### src/verilog/sdpd_pkg.sv
// package: command codes, power states, mode register fields and timing constants
`default_nettype none
package sdpd_pkg;
  // command encoding {cs_n, ras_n, cas_n, we_n}
  localparam logic [3:0] CMD_MRS = 4'h0;
  localparam logic [3:0] CMD_REF = 4'h1;
  localparam logic [3:0] CMD_PRE = 4'h2;
  localparam logic [3:0] CMD_ACT = 4'h3;
  localparam logic [3:0] CMD_WR = 4'h4;
  localparam logic [3:0] CMD_RD = 4'h5;
  localparam logic [3:0] CMD_ZQ = 4'h6;
  localparam logic [3:0] CMD_NOP = 4'h7;
  localparam logic [0:0] CS_DESELECT = 1'h1;
  // mode register 0 fields
  localparam int MR0_PPD_BIT = 12;
  localparam int MR0_WR_LSB = 9;
  localparam int MR0_WR_W = 3;
  localparam int BANKS = 8;
  localparam logic [2:0] BANK_MSB = 3'h7;
  // timing
  localparam int CLK_PERIOD_PS = 10000;
  localparam int RESET_MIN_NS = 100;
  localparam int RESET_MIN_CYC = (RESET_MIN_NS * 1000 + CLK_PERIOD_PS - 1) / CLK_PERIOD_PS;
  localparam int CNT_W = 8;
  typedef enum logic [1:0] {
    SDPD_IDLE,
    SDPD_ACT_PD,
    SDPD_PRE_PD,
    SDPD_RESET
  } sdpd_state_e;
endpackage
`default_nettype wire

### src/verilog/sdpd_ctl_if.sv
// interface: command decode results passed from the decoder to the power-down core
`default_nettype none
interface sdpd_ctl_if;
  logic is_nop;
  logic is_act;
  logic is_pre;
  logic is_mrs;
  logic is_ref;
  logic is_rw;
  logic [2:0] bank;
  logic pre_all;
  modport dec (output is_nop, is_act, is_pre, is_mrs, is_ref, is_rw, bank, pre_all);
  modport core (input is_nop, is_act, is_pre, is_mrs, is_ref, is_rw, bank, pre_all);
endinterface
`default_nettype wire

### src/verilog/sdpd_top.sv
// power-down and reset sequencing of the memory device
`default_nettype none
module sdpd_top (
  // clock and reset
  input wire logic CLK,
  input wire logic RSTN,
  // memory pins
  input wire logic CKE,
  input wire logic RESET_N,
  input wire logic ODT,
  input wire logic [3:0] CMD,
  input wire logic [2:0] BA,
  input wire logic A10,
  input wire logic [sdpd_pkg::MR0_WR_W-1:0] MR0_WR,
  input wire logic MR0_PPD,
  // status
  output logic IN_BUF_EN,
  output logic OUT_BUF_EN,
  output logic DLL_ON,
  output logic TERM_ON,
  output logic ACT_PD,
  output logic PRE_PD,
  output logic IN_RESET,
  output logic [sdpd_pkg::MR0_WR_W-1:0] WR_RECOVERY,
  output logic [sdpd_pkg::CNT_W-1:0] REF_COUNT
);
  ////////////////////////////////////////////////////////////////////////////
  // pin synchronisers (two flops before any logic)
  logic [13:0] s1_r, s2_r;
  logic rst_s1_r, rst_s2_r;
  // mode fields ride with the command bits, so an MRS sees its own field values
  wire [13:0] pins = {CKE, ODT, CMD, BA, A10, MR0_WR, MR0_PPD};
  always_ff @(posedge CLK or negedge RSTN) begin
    if (!RSTN) begin
      s1_r <= '0;
      s2_r <= '0;
    end else begin
      s1_r <= pins;
      s2_r <= s1_r;
    end
  end
  // device reset pin acts asynchronously, released through two flops
  wire dev_rst_n = RSTN && RESET_N;
  always_ff @(posedge CLK or negedge dev_rst_n) begin
    if (!dev_rst_n) begin
      rst_s1_r <= 1'b0;
      rst_s2_r <= 1'b0;
    end else begin
      rst_s1_r <= 1'b1;
      rst_s2_r <= rst_s1_r;
    end
  end
  // one flat word keeps the pin order in a single place
  logic cke_s, odt_s, a10_s, mr0_ppd_s;
  logic [3:0] cmd_s;
  logic [2:0] ba_s;
  logic [sdpd_pkg::MR0_WR_W-1:0] mr0_wr_s;
  assign {cke_s, odt_s, cmd_s, ba_s, a10_s, mr0_wr_s, mr0_ppd_s} = s2_r;
  ////////////////////////////////////////////////////////////////////////////
  // command decode
  sdpd_ctl_if ctl ();
  sdpd_cmd_dec u_dec (
    .cmd(cmd_s),
    .ba(ba_s),
    .a10(a10_s),
    .ctl(ctl)
  );
  ////////////////////////////////////////////////////////////////////////////
  // state
  sdpd_pkg::sdpd_state_e state_r, state_nxt;
  logic [sdpd_pkg::BANKS-1:0] open_r, open_nxt;
  logic dll_r, dll_nxt;
  logic [sdpd_pkg::CNT_W-1:0] ref_cnt_r;
  logic [sdpd_pkg::MR0_WR_W-1:0] wr_r;
  logic ppd_fast_r;
  logic cke_prev_r;
  wire in_pd = (state_r == sdpd_pkg::SDPD_ACT_PD) || (state_r == sdpd_pkg::SDPD_PRE_PD);
  wire pd_enter = cke_prev_r && !cke_s && ctl.is_nop;
  wire pd_exit = in_pd && cke_s && ctl.is_nop;
  wire any_open = |open_r;
  // commands only act while out of power-down
  wire cmd_live = (state_r == sdpd_pkg::SDPD_IDLE) && cke_s && cke_prev_r;
  ////////////////////////////////////////////////////////////////////////////
  // bank tracking
  function automatic logic [sdpd_pkg::BANKS-1:0] bank_bit(input logic [2:0] b);
    bank_bit = {{(sdpd_pkg::BANKS-1){1'b0}}, 1'b1} << b;
  endfunction
  always_comb begin
    open_nxt = open_r;
    if (cmd_live && ctl.is_act) begin
      open_nxt = open_r | bank_bit(ctl.bank);
    end else if (cmd_live && ctl.is_pre) begin
      open_nxt = ctl.pre_all ? '0 : (open_r & ~bank_bit(ctl.bank));
    end
  end
  ////////////////////////////////////////////////////////////////////////////
  // power state machine
  always_comb begin
    state_nxt = state_r;
    dll_nxt = dll_r;
    unique case (state_r)
      sdpd_pkg::SDPD_RESET: begin
        if (rst_s2_r) begin
          state_nxt = sdpd_pkg::SDPD_IDLE;
          dll_nxt = 1'b1;
        end
      end
      sdpd_pkg::SDPD_IDLE: begin
        if (pd_enter && any_open) begin
          state_nxt = sdpd_pkg::SDPD_ACT_PD;
        end else if (pd_enter) begin
          state_nxt = sdpd_pkg::SDPD_PRE_PD;
          dll_nxt = ppd_fast_r;
        end
      end
      sdpd_pkg::SDPD_ACT_PD, sdpd_pkg::SDPD_PRE_PD: begin
        if (pd_exit) begin
          state_nxt = sdpd_pkg::SDPD_IDLE;
          dll_nxt = 1'b1;
        end
      end
    endcase
  end
  always_ff @(posedge CLK or negedge dev_rst_n) begin
    if (!dev_rst_n) begin
      // async reset drops any power-down state
      state_r <= sdpd_pkg::SDPD_RESET;
      open_r <= '0;
      dll_r <= 1'b0;
      cke_prev_r <= 1'b0;
    end else if (!rst_s2_r) begin
      state_r <= sdpd_pkg::SDPD_RESET;
      open_r <= '0;
      dll_r <= 1'b0;
      cke_prev_r <= 1'b0;
    end else begin
      state_r <= state_nxt;
      open_r <= open_nxt;
      dll_r <= dll_nxt;
      cke_prev_r <= cke_s;
    end
  end
  // mode fields captured on MRS; refresh counter survives device reset
  always_ff @(posedge CLK or negedge RSTN) begin
    if (!RSTN) begin
      wr_r <= '0;
      ppd_fast_r <= 1'b0;
      ref_cnt_r <= '0;
    end else begin
      if (cmd_live && ctl.is_mrs) begin
        wr_r <= mr0_wr_s;
        ppd_fast_r <= mr0_ppd_s;
      end
      if (cmd_live && ctl.is_ref) begin
        ref_cnt_r <= ref_cnt_r + {{(sdpd_pkg::CNT_W-1){1'b0}}, 1'b1};
      end
    end
  end
  ////////////////////////////////////////////////////////////////////////////
  // outputs
  wire rst_st = (state_r == sdpd_pkg::SDPD_RESET);
  assign IN_BUF_EN = !in_pd && !rst_st;
  assign OUT_BUF_EN = !in_pd && !rst_st;
  assign DLL_ON = dll_r;
  // termination follows ODT pin, never with DLL off or in reset
  assign TERM_ON = odt_s && dll_r && !rst_st;
  assign ACT_PD = (state_r == sdpd_pkg::SDPD_ACT_PD);
  assign PRE_PD = (state_r == sdpd_pkg::SDPD_PRE_PD);
  assign IN_RESET = rst_st;
  assign WR_RECOVERY = wr_r;
  assign REF_COUNT = ref_cnt_r;
  ////////////////////////////////////////////////////////////////////////////
  // assertions
  property p_entry;
    @(posedge CLK) disable iff (!dev_rst_n)
    (state_r == sdpd_pkg::SDPD_IDLE) && pd_enter && rst_s2_r |=> in_pd;
  endproperty
  a_entry: assert property (p_entry) else $error("power-down not entered");
  property p_act;
    @(posedge CLK) disable iff (!dev_rst_n)
    (state_r == sdpd_pkg::SDPD_IDLE) && pd_enter && any_open && rst_s2_r |=> ACT_PD && DLL_ON;
  endproperty
  a_act: assert property (p_act) else $error("active power-down wrong");
  property p_pre;
    @(posedge CLK) disable iff (!dev_rst_n)
    (state_r == sdpd_pkg::SDPD_IDLE) && pd_enter && !any_open && rst_s2_r |=> PRE_PD;
  endproperty
  a_pre: assert property (p_pre) else $error("precharge power-down wrong");
  property p_slow;
    @(posedge CLK) disable iff (!dev_rst_n)
    PRE_PD |-> (DLL_ON == ppd_fast_r);
  endproperty
  a_slow: assert property (p_slow) else $error("dll state mismatch");
  property p_buf;
    @(posedge CLK) disable iff (!dev_rst_n)
    in_pd |-> !IN_BUF_EN && !OUT_BUF_EN;
  endproperty
  a_buf: assert property (p_buf) else $error("buffers on in power-down");
  property p_exit;
    @(posedge CLK) disable iff (!dev_rst_n)
    pd_exit && rst_s2_r |=> (state_r == sdpd_pkg::SDPD_IDLE) && DLL_ON;
  endproperty
  a_exit: assert property (p_exit) else $error("power-down not exited");
  property p_rst;
    @(posedge CLK) disable iff (!RSTN)
    !rst_s2_r |-> IN_RESET && !OUT_BUF_EN && !TERM_ON;
  endproperty
  a_rst: assert property (p_rst) else $error("reset outputs wrong");
  property p_term;
    @(posedge CLK) disable iff (!dev_rst_n)
    !DLL_ON |-> !TERM_ON;
  endproperty
  a_term: assert property (p_term) else $error("termination with dll off");
  property p_ign;
    @(posedge CLK) disable iff (!dev_rst_n)
    in_pd |=> $stable(open_r);
  endproperty
  a_ign: assert property (p_ign) else $error("command acted in power-down");
  c_act: cover property (@(posedge CLK) ACT_PD ##1 !ACT_PD);
  c_pre_slow: cover property (@(posedge CLK) PRE_PD && !DLL_ON);
  c_pd_rst: cover property (@(posedge CLK) in_pd ##1 !RESET_N);
  // limitation: a device reset pulse shorter than one clock can trip the checks below
  property p_rst_pd;
    @(posedge CLK) disable iff (!RSTN)
    !rst_s2_r |-> !ACT_PD && !PRE_PD;
  endproperty
  a_rst_pd: assert property (p_rst_pd) else $error("power-down kept in reset");
  property p_wr;
    @(posedge CLK) disable iff (!dev_rst_n)
    cmd_live && ctl.is_mrs |=> WR_RECOVERY == $past(mr0_wr_s);
  endproperty
  a_wr: assert property (p_wr) else $error("write recovery not captured");
  property p_ppd;
    @(posedge CLK) disable iff (!dev_rst_n)
    cmd_live && ctl.is_mrs |=> ppd_fast_r == $past(mr0_ppd_s);
  endproperty
  a_ppd: assert property (p_ppd) else $error("exit type not captured");
  property p_ref;
    @(posedge CLK) disable iff (!dev_rst_n)
    cmd_live && ctl.is_ref |=> REF_COUNT != $past(REF_COUNT);
  endproperty
  a_ref: assert property (p_ref) else $error("refresh not counted");
  property p_mrs_ign;
    @(posedge CLK) disable iff (!dev_rst_n)
    in_pd && ctl.is_mrs |=> $stable(WR_RECOVERY) && $stable(ppd_fast_r);
  endproperty
  a_mrs_ign: assert property (p_mrs_ign) else $error("mode set acted in power-down");
  property p_act_dll;
    @(posedge CLK) disable iff (!dev_rst_n)
    ACT_PD |-> DLL_ON;
  endproperty
  a_act_dll: assert property (p_act_dll) else $error("dll off in active power-down");
  property p_idle_stay;
    @(posedge CLK) disable iff (!dev_rst_n)
    (state_r == sdpd_pkg::SDPD_IDLE) && !pd_enter |=> !in_pd;
  endproperty
  a_idle_stay: assert property (p_idle_stay) else $error("power-down without entry");
  property p_wake;
    @(posedge CLK) disable iff (!dev_rst_n)
    $fell(in_pd) && rst_s2_r |-> IN_BUF_EN && OUT_BUF_EN;
  endproperty
  a_wake: assert property (p_wake) else $error("buffers off after exit");
  property p_stay_pd;
    @(posedge CLK) disable iff (!dev_rst_n)
    in_pd && !(cke_s && ctl.is_nop) && rst_s2_r |=> in_pd;
  endproperty
  a_stay_pd: assert property (p_stay_pd) else $error("power-down left without exit");
  property p_pre_dll;
    @(posedge CLK) disable iff (!dev_rst_n)
    (state_r == sdpd_pkg::SDPD_IDLE) && pd_enter && !any_open && rst_s2_r |=>
      DLL_ON == $past(ppd_fast_r);
  endproperty
  a_pre_dll: assert property (p_pre_dll) else $error("dll wrong at precharge entry");
  property p_rst_dll;
    @(posedge CLK) disable iff (!RSTN)
    IN_RESET |-> !DLL_ON;
  endproperty
  a_rst_dll: assert property (p_rst_dll) else $error("dll on in reset");
  c_fast: cover property (@(posedge CLK) PRE_PD && DLL_ON);
  c_ref: cover property (@(posedge CLK) cmd_live && ctl.is_ref);
endmodule
`default_nettype wire

### src/verilog/sdpd_cmd_dec.sv
// command decoder for the registered command pins
`default_nettype none
module sdpd_cmd_dec (
  // command pins, already synchronised
  input wire logic [3:0] cmd,
  input wire logic [2:0] ba,
  input wire logic a10,
  // decoded
  sdpd_ctl_if.dec ctl
);
  wire deselect = (cmd[3] == sdpd_pkg::CS_DESELECT);
  assign ctl.is_nop = deselect || (cmd == sdpd_pkg::CMD_NOP);
  assign ctl.is_act = !deselect && (cmd == sdpd_pkg::CMD_ACT);
  assign ctl.is_pre = !deselect && (cmd == sdpd_pkg::CMD_PRE);
  assign ctl.is_mrs = !deselect && (cmd == sdpd_pkg::CMD_MRS);
  assign ctl.is_ref = !deselect && (cmd == sdpd_pkg::CMD_REF);
  assign ctl.is_rw = !deselect && ((cmd == sdpd_pkg::CMD_WR) || (cmd == sdpd_pkg::CMD_RD));
  assign ctl.bank = ba;
  assign ctl.pre_all = a10;
endmodule
`default_nettype wire

### config.mk
export PLATFORM = sky130hd
export DESIGN_NAME = sdpd_top
export DESIGN_NICKNAME = d
export VERILOG_FILES = /design/src/verilog/sdpd_pkg.sv /design/src/verilog/sdpd_ctl_if.sv /design/src/verilog/sdpd_top.sv /design/src/verilog/sdpd_cmd_dec.sv
export SDC_FILE = /design/constraint.sdc
export NUM_CORES = 1
export LEC_CHECK = 0
export BUFFER_PORTS_ARGS = -buffer_cell sky130_fd_sc_hd__buf_2
export CORE_MARGIN = 3
export CORE_UTILIZATION = 29
export CTS_CLUSTER_SIZE = 12
export DETAILED_ROUTE_END_ITERATION = 8
export PLACE_DENSITY = 0.51
export SYNTH_ARGS = -nofsm -noshare
export SYNTH_HDL_FRONTEND = slang
export SYNTH_SLANG_ARGS = --single-unit
### constraint.sdc
create_clock -name CLK -period 2.14 [get_ports CLK]
set_input_delay 0.428 -clock CLK [delete_from_list [all_inputs] [get_ports CLK]]
set_output_delay 0.428 -clock CLK [all_outputs]
set_load 0.02 [all_outputs]
==> impl_results.md <==
* Chip Height at slightly above 90 um
* Post-route minimum period at 1.966 ns
* Total power at slightly below 2 mW
* Core Rows at 30
* Peak supply drop at around 0.33 mV
* Final ANT Viol Nets at 0
* Main combinational cell family by area after synthesis: simple AND/OR/NAND/NOR gates
* # Post-CTS Setup Buffers at 0
* Number of flops mapped to enable cells by yosys at 0
* Most common cell in the netlist: dfrtp_1
* Final hold vios at 0
* Busiest metal layer after global routing: met2
* Crit. End Element: register
* Port bufs at 34
* First-pass GRT wire length at approximately 6600 um
* Reg power frac at between 50% and 60%
* Ranking of synthesized cells by area: dfrtp_1, ha_1, dfstp_2
* Synth Area in Simple Gates at about 14%
* Starting Density at 30.41%
* Clock skew at 0.006133 ns
* Antenna violations before repair at 0
* Share of the synthesized area in the top cell type at around three fifths
* Post-CTS resize count at 0
* Area share of fa/ha/maj cells after synthesis at under 10%
* Average cell area after synthesis at approximately 13 sq um
* Hold buffers post-CTS at 0
* Core area at 6944 sq um
* Die width at just over 90 um
* Number of H-tree levels at 2
* Crit path DAT at ~2.2 ns
* # IOs at 35
* DRC viols at 0
* Vias in the first global route at between 1,000 and 1,500
* Clock slew at reported path FFs at approximately 0.09 ns
* Largest delay contributor family on the critical path: simple AND/OR/NAND/NOR gates
* Synth Area in Compound Gates at around 8.5%
* Clock Latency Late Sink at about 0.30 ns
* Clock power frac at 28.9%
* Power Density at around 800 nW/um^2
* Worst Hold Class: input pin to asynchronous set/reset pin
* FFs w/ async S/R, synth at 100.0%
* Startpoint types: register
* Vias at roughly 1,300
* CTS buffer count at 5
* Max clock buf depth at 2
* Syn nets at 186
* Routing usage on met2 at about 16%
* Synth-to-Final Area Change at 16.41%
* Yosys warning count at 0
* CTS tree: yes
* Critical Path RT at about 2.3 ns
* Sequence of cells on the critical path: inv_1, ha_1, and4bb_2, and3_1, and4_1, o221a_2
* Power share of the combinational group at a little over an eighth
* M1 GR Usage at 12.82%
* Cell variety after synth at 45
* Post-synthesis register bit count at between 50 and 60
* GRT Residual Overflow at 0
* Die Area at about 8300 sq um
* Met3 usage at under 10%
* Syn Inst Count at roughly 160
* Peak Freq at around 0.5 GHz
* Seq/Total Area, Yosys at approximately 64%
* Pleak at between 1 and 1.5 nW
* Vias/cell at about 4.3
* Largest net degree at the start of global routing at a little over 40
* Gr usage total at under 10%
* Setup TNS Final at 0 ns
* CP max stage delay at roughly 0.56 ns
* Post-Synthesis Cell Area at ~2100 sq um
* Max Cap Violations at 0
* Synth cell count leaders: dfrtp_1, nor2_1
* Crit path kind: register to register
* Routability cong. at between 0.8 and 0.9
* Most used flip-flop cell after synthesis: dfrtp_1
* Final HPWL DP at around 2600 um
* Crit path buffers/inverters at 1
* Slowest CP cell: dfstp_2
* Routed WL per cell at roughly 13 um
* RSZ-0062 raised after global routing: false
* Setup violators final at 0
* Synth Area in XOR/XNOR at 2.903%
* Diode count at 0
* Largest area contributor in the netlist: dfrtp_1
* Final period util at about nine tenths
* Pins Over Slew Limit at 0
* Worst-path fanout max at 6
* Final nets at 220
* Ratio of cells with drive above 1 in the final layout at about 29%
* Switching share of total power at 26.45%
* Clock Sinks at 54
* Mux share of post-synthesis cell area at between 3 and 4%
* Root buffer cell: clkbuf_8
* Slew margin rel. at 56.73%
* Status: complete, no violations
* Final wirelength at 3720 um
* Initial DRC count at between 100 and 150
* First-pass DRT Iterations at 4
* Internal cell power at 1.443 mW
* Sw power at approximately 0.52 mW
* Worst slew pin tran at ~0.65 ns
==> cell type report <==
class / count / area, sq um
sequential: 54 / 1354
timing repair buffer: 35 / 177.7
tap: 96 / 120.1
multi-input combinational: 95 / 693.2
clock inverter: 1 / 5.005
clock buffer: 7 / 86.33
fill: 701 / 4486
inverter: 6 / 22.52
==> layer usage <==
layer,vias up,part of all wire (%)
met4,0,1.0
li1,644,-
met1,596,50
met3,4,4.7
met5,-,0
met2,32,45
==> cells by family after synthesis <==
family,count (synthesis)
adder cells (fa/ha/maj),6
flip-flops,54
other,1
AND/OR/NAND/NOR,52
AO/OA/AOI/OAI,22
buffers and inverters,14
multiplexers,7
XOR/XNOR,7
==> sequential cells by signal, summed over array words and instances (netlist names) <==
signal,flops
DLL_ON,1
REF_COUNT,8
WR_RECOVERY,3
cke_prev_r,1
open_r,8
ppd_fast_r,1
rst_s1_r,1
rst_s2_r,1
s1_r,14
s2_r,14
state_r,2
==> power groups by stage <==
stage	Sequential [mW]	Clock (mW)	Combinational [mW]
finish	1.13	0.568	0.261
global route	1.15	0.639	0.299
CTS	1.14	0.596	0.268
detailed placement	1.15	0	0.267
global placement	1.15	0	0.265
floorplan	1.14	0	0.191
==> worst paths after layout <==
kind,slack (ns),endpoint,cells past startpoint,startpoint
worst max register to register,0.17,open_r[1]$_DFFE_PN0P_,6,state_r[0]$_DFFE_PN1P_
max in group asynchronous,1.44,open_r[6]$_DFFE_PN0P_,2,RSTN
worst min register to register,0.35,s2_r[6]$_DFF_PN0_,0,s1_r[6]$_DFF_PN0_
worst max-delay path,0.17,open_r[1]$_DFFE_PN0P_,6,state_r[0]$_DFFE_PN1P_
min in group CLK,0.23,s1_r[12]$_DFF_PN0_,1,ODT
worst min-delay path,0.21,REF_COUNT[6]$_DFFE_PN0P_,2,RSTN
==> worst reg2reg max path: stages (launching register included) <==
cell,delay [ns]
dfstp_2,0.56
inv_1,0.07
ha_1,0.24
and4bb_2,0.27
and3_1,0.25
and4_1,0.21
o221a_2,0.25
==> through the flow <==
step                hold WS [ns]  instance area (sq um)  utilization [%]  std cells  setup slack [ns]
finish                    0.2083                   2459            35.41        294            0.1738
global route              0.2127                   2459            35.41        294           0.03740
CTS                       0.2180                   2459            35.41        294            0.1692
detailed placement        0.3355                   2367            34.09        286            0.1764
global placement          0.3324                   2367            34.09        286            0.2019
floorplan                 0.1324                   2112                -        163            0.2607
==> cells in the final DEF, fill, tap and decap left out, types with 2 or more instances in the layout <==
cell / instances
ha_1: 6
buf_2: 34
o21ai_0: 5
dfstp_2: 2
nor2_1: 14
and3_1: 5
a31oi_1: 3
inv_1: 6
nand2_1: 6
and2_1: 2
nand4_1: 4
nor3_1: 4
o221a_2: 4
nor4_1: 3
nand2b_1: 2
xnor2_1: 6
a21oi_1: 2
nand3_1: 2
clkbuf_8: 6
mux2_2: 4
dfrtp_1: 52
mux2_1: 3
Power figures use the tool's default switching activity.
